$ cat config.mk
export PLATFORM = sky130hd
export DESIGN_NAME = epd_top
export DESIGN_NICKNAME = d
export VERILOG_FILES = /design/src/verilog/epd_pkg.sv /design/src/verilog/epd_step_if.sv /design/src/verilog/epd_quad_out.sv /design/src/verilog/epd_top.sv
export SDC_FILE = /design/constraint.sdc
export NUM_CORES = 1
export LEC_CHECK = 0
export BUFFER_PORTS_ARGS = -buffer_cell sky130_fd_sc_hd__buf_2
export CAP_MARGIN = 0
export CORE_ASPECT_RATIO = 1.5
export CORE_MARGIN = 2
export CORE_UTILIZATION = 30
export DETAILED_ROUTE_END_ITERATION = 6
export PLACE_DENSITY = 0.47
export SLEW_MARGIN = 20
export SYNTH_ARGS = -nofsm -noshare
export SYNTH_HDL_FRONTEND = slang
export SYNTH_SLANG_ARGS = --single-unit
export TNS_END_PERCENT = 1
$ cat constraint.sdc
create_clock -name clock -period 8.95 [get_ports clock]
set_input_delay 0.895 -clock clock [delete_from_list [all_inputs] [get_ports clock]]
set_output_delay 0.895 -clock clock [all_outputs]
set_load 0.03 [all_outputs]
$ cat src/verilog/epd_pkg.sv
// constants and types shared by the encoder pulse divider output block
package epd_pkg;

    // ------------------------------------------------------------------
    // encoder resolutions
    // ------------------------------------------------------------------
    typedef enum logic [1:0] {
        EPD_ENC_13 = 2'h0,
        EPD_ENC_17 = 2'h1,
        EPD_ENC_20 = 2'h2
    } epd_enc_t;

    localparam int EPD_ENC_W        = 20;
    localparam int EPD_CNT_W        = 19;
    localparam int EPD_SPD_W        = 16;

    // ------------------------------------------------------------------
    // pulse count setting bands
    // ------------------------------------------------------------------
    localparam logic [EPD_CNT_W-1:0] EPD_CNT_RESET   = 19'h00800;  // 2048
    localparam logic [EPD_CNT_W-1:0] EPD_CNT_MIN     = 19'h00010;  // 16
    localparam logic [EPD_CNT_W-1:0] EPD_CNT_MAX_13  = 19'h00800;  // 2048
    localparam logic [EPD_CNT_W-1:0] EPD_BAND1_MAX   = 19'h04000;  // 16384
    localparam logic [EPD_CNT_W-1:0] EPD_BAND2_MIN   = 19'h04002;  // 16386
    localparam logic [EPD_CNT_W-1:0] EPD_BAND2_MAX   = 19'h08000;  // 32768
    localparam logic [EPD_CNT_W-1:0] EPD_BAND3_MAX   = 19'h10000;  // 65536
    localparam logic [EPD_CNT_W-1:0] EPD_BAND4_MAX   = 19'h20000;  // 131072
    localparam logic [EPD_CNT_W-1:0] EPD_BAND5_MAX   = 19'h40000;  // 262144

    // ------------------------------------------------------------------
    // speed limits per band, min^-1
    // ------------------------------------------------------------------
    localparam logic [EPD_SPD_W-1:0] EPD_SPD_LIM1    = 16'h1770;   // 6000
    localparam logic [EPD_SPD_W-1:0] EPD_SPD_LIM2    = 16'h0bb8;   // 3000
    localparam logic [EPD_SPD_W-1:0] EPD_SPD_LIM3    = 16'h05dc;   // 1500
    localparam logic [EPD_SPD_W-1:0] EPD_SPD_LIM4    = 16'h02ee;   // 750
    localparam logic [EPD_SPD_W-1:0] EPD_SPD_LIM5    = 16'h0177;   // 375

    // ------------------------------------------------------------------
    // output rate limit
    // ------------------------------------------------------------------
    localparam int EPD_CLK_HZ       = 200_000_000;
    localparam int EPD_MAX_PPS      = 1_600_000;
    // least spacing between two output edges: 4 edges per pulse cycle
    localparam int EPD_EDGE_GAP     = (EPD_CLK_HZ + 4*EPD_MAX_PPS - 1) / (4*EPD_MAX_PPS);
    localparam int EPD_GAP_W        = 6;

endpackage : epd_pkg

$ cat src/verilog/epd_step_if.sv
// step carrier between the scaler and the quadrature output stage
`timescale 1ns/10ps
`default_nettype none
interface epd_step_if;
    logic step;    // one scaled count step
    logic dir;     // 1: count up
    logic busy;    // output stage still pacing an edge

    modport src (output step, output dir, input busy);
    modport dst (input step, input dir, output busy);
endinterface : epd_step_if
`default_nettype wire

$ cat src/verilog/epd_quad_out.sv
// quadrature a/b generator with edge pacing
`timescale 1ns/10ps
`default_nettype none
module epd_quad_out (
    // clock and reset
    input  wire logic      clock,
    input  wire logic      rst,
    // steps in
    epd_step_if.dst        stp,
    // pins out
    output logic           phase_a_q,
    output logic           phase_b_q
);

    logic [1:0]                        state_q, state_d;
    logic [epd_pkg::EPD_GAP_W-1:0]     gap_q, gap_d;

    // ------------------------------------------------------------------
    // gray state stepping, one output toggles per step
    // ------------------------------------------------------------------
    always_comb begin
        state_d = state_q;
        gap_d   = (gap_q != '0) ? gap_q - 1'b1 : gap_q;
        if (stp.step && gap_q == '0) begin
            state_d = stp.dir ? state_q + 2'h1 : state_q - 2'h1;
            gap_d   = epd_pkg::EPD_GAP_W'(epd_pkg::EPD_EDGE_GAP - 1);
        end
    end

    assign stp.busy = (gap_q != '0);

    // ------------------------------------------------------------------
    // registers
    // ------------------------------------------------------------------
    always_ff @(posedge clock) begin
        if (rst) begin
            state_q   <= 2'h0;
            gap_q     <= '0;
            phase_a_q <= 1'b0;
            phase_b_q <= 1'b0;
        end else begin
            state_q   <= state_d;
            gap_q     <= gap_d;
            // a leads b when counting up, 90 degrees apart
            phase_a_q <= state_d[1] ^ state_d[0];
            phase_b_q <= state_d[1];
        end
    end

endmodule : epd_quad_out
`default_nettype wire

$ cat src/verilog/epd_top.sv
// encoder pulse divider output: scaled a/b/c pulses and alarms
`timescale 1ns/10ps
`default_nettype none
module epd_top #(
    parameter int ENC_W = epd_pkg::EPD_ENC_W
) (
    // clock and reset
    input  wire logic                          clock,
    input  wire logic                          rst,
    // setup: count and resolution taken at reset release, direction select unused
    input  wire logic [epd_pkg::EPD_CNT_W-1:0] output_pulse_count_setting,
    input  wire epd_pkg::epd_enc_t             enc_res,
    input  wire logic                          rotation_direction_select,
    // encoder increments, same clock domain
    input  wire logic                          enc_step,
    input  wire logic                          enc_up,
    input  wire logic                          enc_origin,
    input  wire logic [epd_pkg::EPD_SPD_W-1:0] motor_speed,
    // pulse outputs
    output logic                               quad_phase_a_out,
    output logic                               quad_phase_b_out,
    output logic                               origin_pulse_out,
    // alarms
    output logic                               pulse_setting_alarm,
    output logic                               pulse_overspeed_alarm
);

    typedef enum logic [1:0] {
        EPD_ST_LOAD = 2'b01,
        EPD_ST_RUN  = 2'b10
    } epd_state_t;

    epd_state_t                         st_q, st_d;
    logic [epd_pkg::EPD_CNT_W-1:0]      cnt_q, cnt_d;
    epd_pkg::epd_enc_t                  res_q, res_d;
    logic [epd_pkg::EPD_SPD_W-1:0]      lim_q, lim_d;
    logic [ENC_W:0]                     acc_q, acc_d;
    logic                               pend_q, pend_d;
    logic                               pdir_q, pdir_d;
    logic                               arm_q, arm_d;
    logic                               org_q, org_d;
    logic                               set_alm_q, set_alm_d;
    logic                               spd_alm_q, spd_alm_d;
    logic                               qa, qb, qa_q;
    logic [ENC_W:0]                     enc_res_cnt;
    logic [ENC_W:0]                     step_inc;

    epd_step_if stp ();

    // ------------------------------------------------------------------
    // helper functions
    // ------------------------------------------------------------------
    function automatic logic count_ok(input logic [epd_pkg::EPD_CNT_W-1:0] c,
                                      input epd_pkg::epd_enc_t r);
        logic ok;
        ok = 1'b0;
        if (c >= epd_pkg::EPD_CNT_MIN) begin
            unique case (r)
                epd_pkg::EPD_ENC_13: ok = (c <= epd_pkg::EPD_CNT_MAX_13);
                epd_pkg::EPD_ENC_17: ok = (c <= epd_pkg::EPD_BAND1_MAX)
                    || (c >= epd_pkg::EPD_BAND2_MIN && c <= epd_pkg::EPD_BAND2_MAX
                        && c[0] == 1'b0);
                default: begin
                    if (c <= epd_pkg::EPD_BAND1_MAX)      ok = 1'b1;
                    else if (c <= epd_pkg::EPD_BAND2_MAX) ok = (c >= epd_pkg::EPD_BAND2_MIN)
                                                               && c[0] == 1'b0;
                    else if (c <= epd_pkg::EPD_BAND3_MAX) ok = (c[1:0] == 2'h0);
                    else if (c <= epd_pkg::EPD_BAND4_MAX) ok = (c[2:0] == 3'h0);
                    else if (c <= epd_pkg::EPD_BAND5_MAX) ok = (c[3:0] == 4'h0);
                    else                                  ok = 1'b0;
                end
            endcase
        end
        return ok;
    endfunction : count_ok

    function automatic logic [epd_pkg::EPD_SPD_W-1:0] speed_limit(
            input logic [epd_pkg::EPD_CNT_W-1:0] c);
        if (c <= epd_pkg::EPD_BAND1_MAX)      return epd_pkg::EPD_SPD_LIM1;
        else if (c <= epd_pkg::EPD_BAND2_MAX) return epd_pkg::EPD_SPD_LIM2;
        else if (c <= epd_pkg::EPD_BAND3_MAX) return epd_pkg::EPD_SPD_LIM3;
        else if (c <= epd_pkg::EPD_BAND4_MAX) return epd_pkg::EPD_SPD_LIM4;
        else                                  return epd_pkg::EPD_SPD_LIM5;
    endfunction : speed_limit

    // encoder counts per revolution for the chosen resolution
    always_comb begin
        unique case (res_q)
            epd_pkg::EPD_ENC_13: enc_res_cnt = (ENC_W+1)'(1) << 13;
            epd_pkg::EPD_ENC_17: enc_res_cnt = (ENC_W+1)'(1) << 17;
            default:             enc_res_cnt = (ENC_W+1)'(1) << 20;
        endcase
    end

    // ------------------------------------------------------------------
    // setup capture, divider, origin and alarms
    // ------------------------------------------------------------------
    always_comb begin
        st_d      = st_q;
        cnt_d     = cnt_q;
        res_d     = res_q;
        lim_d     = lim_q;
        acc_d     = acc_q;
        pend_d    = pend_q;
        pdir_d    = pdir_q;
        arm_d     = arm_q;
        org_d     = org_q;
        set_alm_d = set_alm_q;
        spd_alm_d = spd_alm_q;
        unique case (st_q)
            EPD_ST_LOAD: begin
                // settings take effect only after a restart
                cnt_d     = output_pulse_count_setting;
                res_d     = enc_res;
                lim_d     = speed_limit(output_pulse_count_setting);
                set_alm_d = ~count_ok(output_pulse_count_setting, enc_res);
                st_d      = EPD_ST_RUN;
            end
            EPD_ST_RUN: begin
                // pending edge is taken by the pacer when it is idle; a new
                // overflow below re-queues one in the same cycle
                if (pend_q && !stp.busy) begin
                    pend_d = 1'b0;
                end
                // the direction select is not used anywhere in this block and never
                // changes the output phasing, so it is not folded in here
                if (enc_step && !set_alm_q) begin
                    // rate scaling: accumulate count per encoder step
                    if (enc_up) begin
                        if (acc_q + step_inc >= enc_res_cnt) begin
                            acc_d  = acc_q + step_inc - enc_res_cnt;
                            pend_d = 1'b1;
                            pdir_d = 1'b1;
                        end else begin
                            acc_d = acc_q + step_inc;
                        end
                    end else begin
                        if (acc_q < step_inc) begin
                            acc_d  = acc_q + enc_res_cnt - step_inc;
                            pend_d = 1'b1;
                            pdir_d = 1'b0;
                        end else begin
                            acc_d = acc_q - step_inc;
                        end
                    end
                end
                // origin: arm on encoder index, fire on next phase a rise
                if (enc_origin) begin
                    arm_d = 1'b1;
                end
                if (org_q && qa_q && !qa) begin
                    org_d = 1'b0;
                end else if (arm_q && qa && !qa_q) begin
                    org_d = 1'b1;
                    arm_d = enc_origin;
                end
                spd_alm_d = spd_alm_q | (motor_speed > lim_q);
            end
            default: st_d = EPD_ST_LOAD;
        endcase
    end

    // four output edges per programmed pulse cycle
    assign step_inc = (ENC_W+1)'(cnt_q) << 2;
    assign stp.step = pend_q;
    assign stp.dir  = pdir_q;

    // ------------------------------------------------------------------
    // quadrature stage
    // ------------------------------------------------------------------
    epd_quad_out u_quad (
        .clock     (clock),
        .rst       (rst),
        .stp       (stp),
        .phase_a_q (qa),
        .phase_b_q (qb)
    );

    // ------------------------------------------------------------------
    // registers
    // ------------------------------------------------------------------
    always_ff @(posedge clock) begin
        if (rst) begin
            st_q                  <= EPD_ST_LOAD;
            cnt_q                 <= epd_pkg::EPD_CNT_RESET;
            res_q                 <= epd_pkg::EPD_ENC_20;
            lim_q                 <= epd_pkg::EPD_SPD_LIM1;
            acc_q                 <= '0;
            pend_q                <= 1'b0;
            pdir_q                <= 1'b1;
            arm_q                 <= 1'b0;
            org_q                 <= 1'b0;
            set_alm_q             <= 1'b0;
            spd_alm_q             <= 1'b0;
            qa_q                  <= 1'b0;
            quad_phase_a_out      <= 1'b0;
            quad_phase_b_out      <= 1'b0;
            origin_pulse_out      <= 1'b0;
            pulse_setting_alarm   <= 1'b0;
            pulse_overspeed_alarm <= 1'b0;
        end else begin
            st_q                  <= st_d;
            cnt_q                 <= cnt_d;
            res_q                 <= res_d;
            lim_q                 <= lim_d;
            acc_q                 <= acc_d;
            pend_q                <= pend_d;
            pdir_q                <= pdir_d;
            arm_q                 <= arm_d;
            org_q                 <= org_d;
            set_alm_q             <= set_alm_d;
            spd_alm_q             <= spd_alm_d;
            qa_q                  <= qa;
            quad_phase_a_out      <= qa;
            quad_phase_b_out      <= qb;
            origin_pulse_out      <= org_d;
            pulse_setting_alarm   <= set_alm_d;
            pulse_overspeed_alarm <= spd_alm_d;
        end
    end

endmodule : epd_top
`default_nettype wire

==> results of run 1 <==
==> through the flow <==
step	area (um^2)	utilization
2_1_floorplan	6943	-
3_3_place_gp	7415	0.3240
3_5_place_dp	7415	0.3240
4_1_cts	7722	0.3374
5_1_grt	7722	0.3374
6_report	7722	0.3374
==> worst reg2reg max path, stage by stage (launching register included) <==
cell and delay [ns]:
dfxtp_1 0.44, inv_1 0.08, ha_1 0.52, nor2b_1 0.12, nor2_1 0.33, a31oi_4 0.19, o21ai_0 0.20, nand2_1 0.09
xnor2_1 0.17, ha_1 0.35, and4b_1 0.21, nand3_1 0.08, nor4_1 0.37, nand4_2 0.20, nor2b_4 0.20, o21a_1 0.23
o211a_1 0.24, nor3_1 0.15
==> registers in the layout, indices dropped and copies added (netlist names) <==
name / cells
u_quad.state_q: 2
org_q: 1
pend_q: 1
st_q: 2
arm_q: 1
lim_q: 11
acc_q: 19
res_q: 2
cnt_q: 19
qa_q: 1
u_quad.phase_a_q: 1
u_quad.gap_q: 6
pdir_q: 1
spd_alm_q: 1
set_alm_q: 1
quad_phase_b_out: 1
==> path summary, 6_finish.rpt <==
check | start | end | cells past startpoint
setup / recovery | cnt_q[4] | acc_q[16] | 17
setup reg to reg | cnt_q[4] | acc_q[16] | 17
hold reg to reg | cnt_q[18] | cnt_q[18] | 2
hold / removal | cnt_q[18] | cnt_q[18] | 2
==> cells in the final DEF, fill, tap and decap left out, types with 4 or more instances in the layout <==
cell / count
mux2i_1: 8
nor2_1: 79
nand4_1: 8
a211o_1: 7
a21oi_1: 79
nor2b_1: 15
o211ai_1: 11
buf_4: 6
nor3_1: 18
o21a_1: 12
fa_1: 17
or3_1: 6
xnor2_1: 32
o22ai_1: 5
o21ai_0: 40
inv_1: 97
nand2_1: 97
a211oi_1: 19
ha_1: 74
a21o_1: 5
buf_2: 46
o21bai_1: 4
nand3_1: 10
xor2_1: 19
dfxtp_1: 70
clkbuf_16: 9
nor4_1: 9
a31oi_1: 8
nand2b_1: 9
o31ai_1: 9
==> cell families after synthesis <==
family                     share of synthesized area
buffers and inverters                        0.07785
and+or+nand+nor                               0.2002
AOI/OAI and AO/OA                             0.2523
xor gates and xnor gates                     0.07064
DFF                                           0.2018
adders and majority gates                     0.1824
muxes                                        0.01478
==> power groups by stage <==
| stage | sequential, W | combinational, W | clock, W |
|---|---|---|---|
| 5_1_grt | 0.000385 | 0.000647 | 0.000399 |
| 2_1_floorplan | 0.000378 | 0.000445 | 0 |
| 3_3_place_gp | 0.000388 | 0.000577 | 0 |
| 3_5_place_dp | 0.000388 | 0.000579 | 0 |
| 4_1_cts | 0.000381 | 0.000583 | 0.000388 |
| 6_report | 0.000380 | 0.000574 | 0.000376 |
==> area by class of cell <==
| type | instances | area [um^2] | share of cell area |
|---|---|---|---|
| Clock inverter | 6 | 68.82 | 0.008911 |
| Multi-Input combinational cell | 686 | 5012 | 0.6491 |
| Inverter | 100 | 375.4 | 0.04861 |
| Sequential cell | 70 | 1401 | 0.1815 |
| Clock buffer | 10 | 239.0 | 0.03095 |
| Tap cell | 280 | 350.3 | 0.04537 |
| Timing Repair Buffer | 52 | 275.3 | 0.03564 |
==> per-layer routing <==
metal  GRT usage  up-vias
li1            -     3153
met1      0.2051     2858
met2      0.3059       78
met3     0.01684       21
met4     0.06044        0
met5           0        -
==> summary.log, run 1 <==
INFO  run            drv_cap=0
INFO  cells_and_area final_cells=1204
INFO  routing        wl_met1=8769um
INFO  power          ir_worst_vdd=130.3uV
INFO  routing        vias_per_cell=5.075
INFO  global_route   via_count_of_the_first_global_routing_pass=6097
INFO  clock_network  clk-insertion-delay-late=0.35ns
INFO  synthesis      synth_enable_flop_cells=0
INFO  global_route   maximum_number_of_pins_on_one_net_before_global_route_repair=65
INFO  synthesis      mapped_nets=1025
INFO  power          power_frac_clock=0.283
INFO  routing        drt_iter0_markers=196
INFO  power          power.share.switching=0.3963
INFO  clock_network  tritoncts_num_sinks=70
INFO  status         outcome=completed
INFO  worst_setup_path crit_path_category=flip-flop to flip-flop
INFO  worst_setup_path worst-r2r-setup-slack=4.73ns
INFO  worst_setup_path crit_top_cell=ha_1
INFO  synthesis      post_synth_num_cell_types=86
INFO  synthesis      synth_top_cell_by_area=dfxtp_1
INFO  sta            setup_tns=0ns
INFO  global_route   antenna_found_initial=0
INFO  cells_and_area final_layout_size_suffix_gt1_frac=0.1169
INFO  clock_network  cts.hold.buffers_added=0
INFO  clock_network  library_cell_used_as_clock_root_buffer=clkbuf_16
INFO  global_route   track_usage=0.1689
INFO  worst_setup_path worst_setup_path_end_kind=flip-flop
INFO  routing        top_signal_layer_used=met4
INFO  power          p_switching=0.0005273W
INFO  worst_setup_path worst_ep_arrival_time=4.49ns
INFO  sta            slew_at_the_pin_closest_to_its_max_slew_limit=0.8017ns
INFO  placement      routabilityCongestion=0.7875
INFO  cells_and_area nNetsFinal=1053
INFO  worst_setup_path critical_path.slowest_cell=ha_1
INFO  floorplanning  floorplan.die_area=24400um^2
INFO  routing        detail_route.wirelength=20010um
INFO  routing        remaining_antenna_violation_count=0
INFO  clock_network  clk_pin_slew_worst_paths=0.06ns
INFO  synthesis      syn-mean-instance-area=7.792um^2
INFO  routing        wl_met2=10460um
INFO  synthesis      synth_seq_cells=70
INFO  power          p_leak=3.237nW
INFO  power          fin_total_pwr=0.001330W
INFO  worst_setup_path worstPathCellList=inv_1, ha_1, nor2b_1, nor2_1, a31oi_4, o21ai_0, nand2_1, xnor2_1, ha_1, and4b_1, nand3_1, nor4_1, nand4_2, nor2b_4, o21a_1, o211a_1, nor3_1
INFO  synthesis      synthTopCellsByArea=dfxtp_1, ha_1, a21oi_1
INFO  placement      place_hpwl=15890um
INFO  worst_setup_path crit_buf_inv=1
INFO  synthesis      yosys_warnings=0
INFO  routing        drc=0
INFO  routing        detailroute.wirelength.met3=357um
INFO  sta            maxSlewViolCount=0
INFO  worst_setup_path required=9.22ns
INFO  cells_and_area antenna_cells=0
INFO  floorplanning  initial_standard_cell_utilization_of_the_core=0.3034
INFO  worst_setup_path critical-path-max-stage-delay=0.52ns
INFO  sta            setup_ws=4.731ns
INFO  sta            timing.final.setup_violations=0
INFO  sta            fin_worst_skew=0.01102ns
INFO  cells_and_area syn_to_final_growth=11.23%
INFO  worst_setup_path critPathLaunchType=flip-flop
INFO  synthesis      post-synth-top-area-fraction=0.2018
INFO  sta            fmax=0.2370GHz
INFO  synthesis      synth-async-reset-ratio=0
INFO  worst_hold_path worstHoldPathType=flip-flop to flip-flop
INFO  sta            whs=0.4611ns
INFO  routing        vias=6110
INFO  sta            hold_viol=0
INFO  placement      numPortBuffers=46
INFO  synthesis      synth_sequential_area_ratio=0.2018
INFO  global_route   globalRouteOverflowTotal=0
INFO  cells_and_area fillCellCount=2402
INFO  floorplanning  die_ht=190.3um
INFO  routing        first_pass_iters=5
INFO  synthesis      yosys_most_used_dff=dfxtp_1
INFO  synthesis      post_synth_instance_area=6943um^2
INFO  global_route   grt_pass1_wl=32360um
INFO  worst_setup_path critPathTopFamily=simple AND/OR/NAND/NOR gates
INFO  sta            timing.max_slew.rel_slack=0.4655
INFO  floorplanning  ios=48
INFO  worst_setup_path critical_path.max_fanout=10
INFO  power          pwr-share-seq=0.286
INFO  power          comb_power_share=0.431
INFO  synthesis      post_synth_most_frequent_cells=inv_1, nand2_1, a21oi_1, nor2_1, ha_1
INFO  placement      dp_cells=1188
INFO  power          power_density=172.3nW/um^2
INFO  synthesis      synth_cells=891
INFO  routing        drt-wirelength-per-cell=16.62um
INFO  clock_network  cts_repair_resize_count=0
INFO  clock_network  cts.path.max_buffers=2
INFO  sta            fin_crit=4.219ns
INFO  clock_network  clock_tree.htree_level_count=3
INFO  sta            fin_crit_sh=0.4714
INFO  sta            rsz0062_at_grt=no
INFO  floorplanning  row_count=68
INFO  floorplanning  die_width=128.2um
INFO  floorplanning  coreArea=22890um^2
INFO  clock_network  post_cts_buffers=0
INFO  clock_network  cts_made_buffers=9
INFO  power          cell_internal_power=0.0008031W
INFO  placement      place_ws=4.717ns
INFO  clock_network  tritoncts=done
(Power assumes the default switching activity.)
==> inputs of run 2 (changes only) <==
- PLACE_DENSITY: 0.47 -> 0.49
- clock period: 8.95 -> 3.8 ns (I/O delays scaled with it)
==> run 2 against run 1 <==
  * Non-clock buffer count rose by 61
  * Final cell count rose by 5.1%
  * Via count rose by 6.4%
  * Worst setup slack worse by 4.6 ns
  * Core utilization is 2.9 points higher
  * Count of clock-buffer cells in the layout is the same
  * Wire length rose by 5.6%
  * Cell area grew 8.5%
  * Critical endpoint is now acc_q[18]
  * Largest cell class unchanged
==> summary.log, run 2 (same netlist as run 1, synthesis figures left out) <==
INFO  power          fin_total_pwr=0.003390W [+150%]
INFO  placement      numPortBuffers=46 [unchanged]
INFO  worst_setup_path critPathTopFamily=compound AO/OA/AOI/OAI gates
INFO  floorplanning  coreArea=22890um^2 [unchanged]
INFO  power          power_density=404.6nW/um^2 [+130%]
INFO  sta            fin_worst_skew=0.006733ns [-0.004289 ns]
INFO  sta            maxSlewViolCount=0 [unchanged]
INFO  worst_setup_path critical_path.max_fanout=4 [-6]
INFO  worst_setup_path worstPathCellList=ha_4, fa_2, nand2b_4, a211o_1, a211oi_2, o21ai_2, a311o_1, a21oi_2, nor2_2, xor2_2, ha_4, nor2_2, a31o_4, or4_1, o211ai_1, a21oi_1
INFO  global_route   grt_pass1_wl=33880um [+4.7%]
INFO  routing        drc=0 [unchanged]
INFO  clock_network  tritoncts_num_sinks=70 [unchanged]
INFO  routing        drt_iter0_markers=290 [+48%]
INFO  cells_and_area fin_area=8379um^2 [+8.5%]
INFO  sta            fmax=0.2701GHz [+14%]
INFO  placement      place_ws=-0.004841ns [-4.722 ns]
INFO  placement      place_hpwl=16650um [+4.8%]
INFO  cells_and_area postLayoutCoreUtil=0.3661 [+0.02870]
INFO  worst_hold_path worstHoldPathType=primary input to flip-flop
INFO  clock_network  library_cell_used_as_clock_root_buffer=clkbuf_16
INFO  floorplanning  ios=48 [unchanged]
INFO  cells_and_area biggestRegsByFlops=acc_q: 19 flops, cnt_q: 19 flops, lim_q: 11 flops
INFO  floorplanning  die_width=128.2um [unchanged]
INFO  floorplanning  initial_standard_cell_utilization_of_the_core=0.3034 [unchanged]
INFO  worst_setup_path critical-path-max-stage-delay=0.50ns [-0.02 ns]
INFO  routing        vias_per_cell=5.140 [+1.3%]
INFO  run            drv_cap=0 [unchanged]
INFO  sta            rsz0062_at_grt=yes
INFO  sta            fin_crit=3.703ns [-0.5162 ns]
INFO  global_route   via_count_of_the_first_global_routing_pass=6518 [+6.9%]
INFO  clock_network  cts.path.max_buffers=2 [unchanged]
INFO  sta            whs=0.2693ns [-0.1918 ns]
INFO  cells_and_area syn_to_final_growth=20.69%
INFO  worst_setup_path required=4.01ns [-5.21 ns]
INFO  routing        detail_route.wirelength=21120um [+5.6%]
INFO  sta            setup_ws=0.09727ns [-4.634 ns]
INFO  worst_setup_path critical_path.slowest_cell=or4_1
INFO  global_route   maximum_number_of_pins_on_one_net_before_global_route_repair=64 [-1.5%]
INFO  global_route   globalRouteOverflowTotal=0 [unchanged]
INFO  routing        drt-wirelength-per-cell=16.70um [+0.48%]
INFO  placement      routabilityCongestion=0.8527 [+8.3%]
INFO  floorplanning  floorplan.die_area=24400um^2 [unchanged]
INFO  cells_and_area nNetsFinal=1114 [+5.8%]
INFO  clock_network  tritoncts=done
INFO  worst_setup_path crit_path_category=flip-flop to flip-flop
INFO  global_route   track_usage=0.1773 [+0.008323]
INFO  clock_network  clk_pin_slew_worst_paths=0.06ns [about the same]
INFO  worst_setup_path crit_buf_inv=0 [-1]
INFO  clock_network  cts_made_buffers=9 [unchanged]
INFO  clock_network  clock_tree.htree_level_count=3 [unchanged]
INFO  sta            timing.final.setup_violations=0 [unchanged]
INFO  routing        vias=6502 [+6.4%]
INFO  placement      postPlaceCellArea=7858um^2 [+6.0%]
INFO  sta            timing.max_slew.rel_slack=0.4765 [+0.01097]
INFO  floorplanning  row_count=68 [unchanged]
INFO  sta            hold_viol=0 [unchanged]
INFO  worst_setup_path worst_ep_arrival_time=3.91ns [-0.58 ns]
INFO  cells_and_area antenna_cells=0 [unchanged]
INFO  sta            fin_crit_sh=0.9744 [+0.5030]
INFO  floorplanning  die_ht=190.3um [unchanged]
INFO  cells_and_area most-common-layout-cells=inv_1, nand2_1, nor2_1, a21oi_1, ha_1
INFO  worst_setup_path critPathLaunchType=flip-flop
INFO  status         outcome=completed
INFO  worst_setup_path worst_setup_path_end_kind=flip-flop
INFO  global_route   antenna_found_initial=0 [unchanged]
INFO  power          p_leak=3.552nW [+9.7%]
INFO  sta            slew_at_the_pin_closest_to_its_max_slew_limit=0.7853ns [-0.01645 ns]
INFO  routing        first_pass_iters=4 [-1]
INFO  routing        remaining_antenna_violation_count=0 [unchanged]
INFO  clock_network  clk-insertion-delay-late=0.35ns [about the same]
INFO  power          ir_worst_vdd=261.4uV [+100%]
INFO  cells_and_area final_layout_size_suffix_gt1_frac=0.2000 [+0.08312]
-- run 2: metal layers --
layer,share of wire,vias up,track usage
met5,0,-,0
met4,0.042,0,0.08411
met3,0.027,43,0.02329
met2,0.51,113,0.3196
met1,0.42,3071,0.2045
li1,-,3275,-
-- run 2: per-stage QoR --
stage / std cells / setup TNS, ns
floorplan: 891 / 0
global placement: 1242 / -0.0007563
detailed placement: 1242 / -0.004841
CTS: 1258 / -0.004198
global route: 1265 / -0.1699
finish: 1265 / 0
-- run 2: cell type report --
cell class              instances  area, um^2
clock buffers                  10       229.0
clock inverters                 6       93.84
fillers                      2387       14510
inverters                     100       375.4
multi-input cells             686        5151
flip-flops and latches         70        1409
well taps                     280       350.3
repair buffers                113       770.7
-- run 2: path summary, 6_finish.rpt --
check	startpoint	cells after the start	end	slack, ns
worst max-delay path	cnt_q[0]	16	acc_q[18]	0.1
worst min-delay path	enc_origin	3	arm_q	0.27
worst max register to register	cnt_q[0]	16	acc_q[18]	0.1
worst min register to register	cnt_q[18]	2	cnt_q[18]	0.46
-- run 2: timing repair --
action | CTS | global route
resized for setup | 2 | 34
setup buffers | 0 | 7
pin swaps | 0 | 16
endpoints found under the setup margin | 2 | 10
hold buffers | 0 | 0
-- run 2: worst min-delay path: cells and delay by family --
family | cells | cell delay [ns]
compound gates | 1 | 0.05
buf+inv | 1 | 0.10
simple gates | 1 | 0.04
-- run 2: report_power, final --
part / switching [W] / internal (W) / leakage, nW / total [W]
clock: 0.000373 / 0.000581 / 0.153 / 0.000954
combinational: 0.000874 / 0.000682 / 2.82 / 0.00156
sequential: 0.0000660 / 0.000814 / 0.576 / 0.000880
total: 0.00131 / 0.00208 / 3.55 / 0.00339
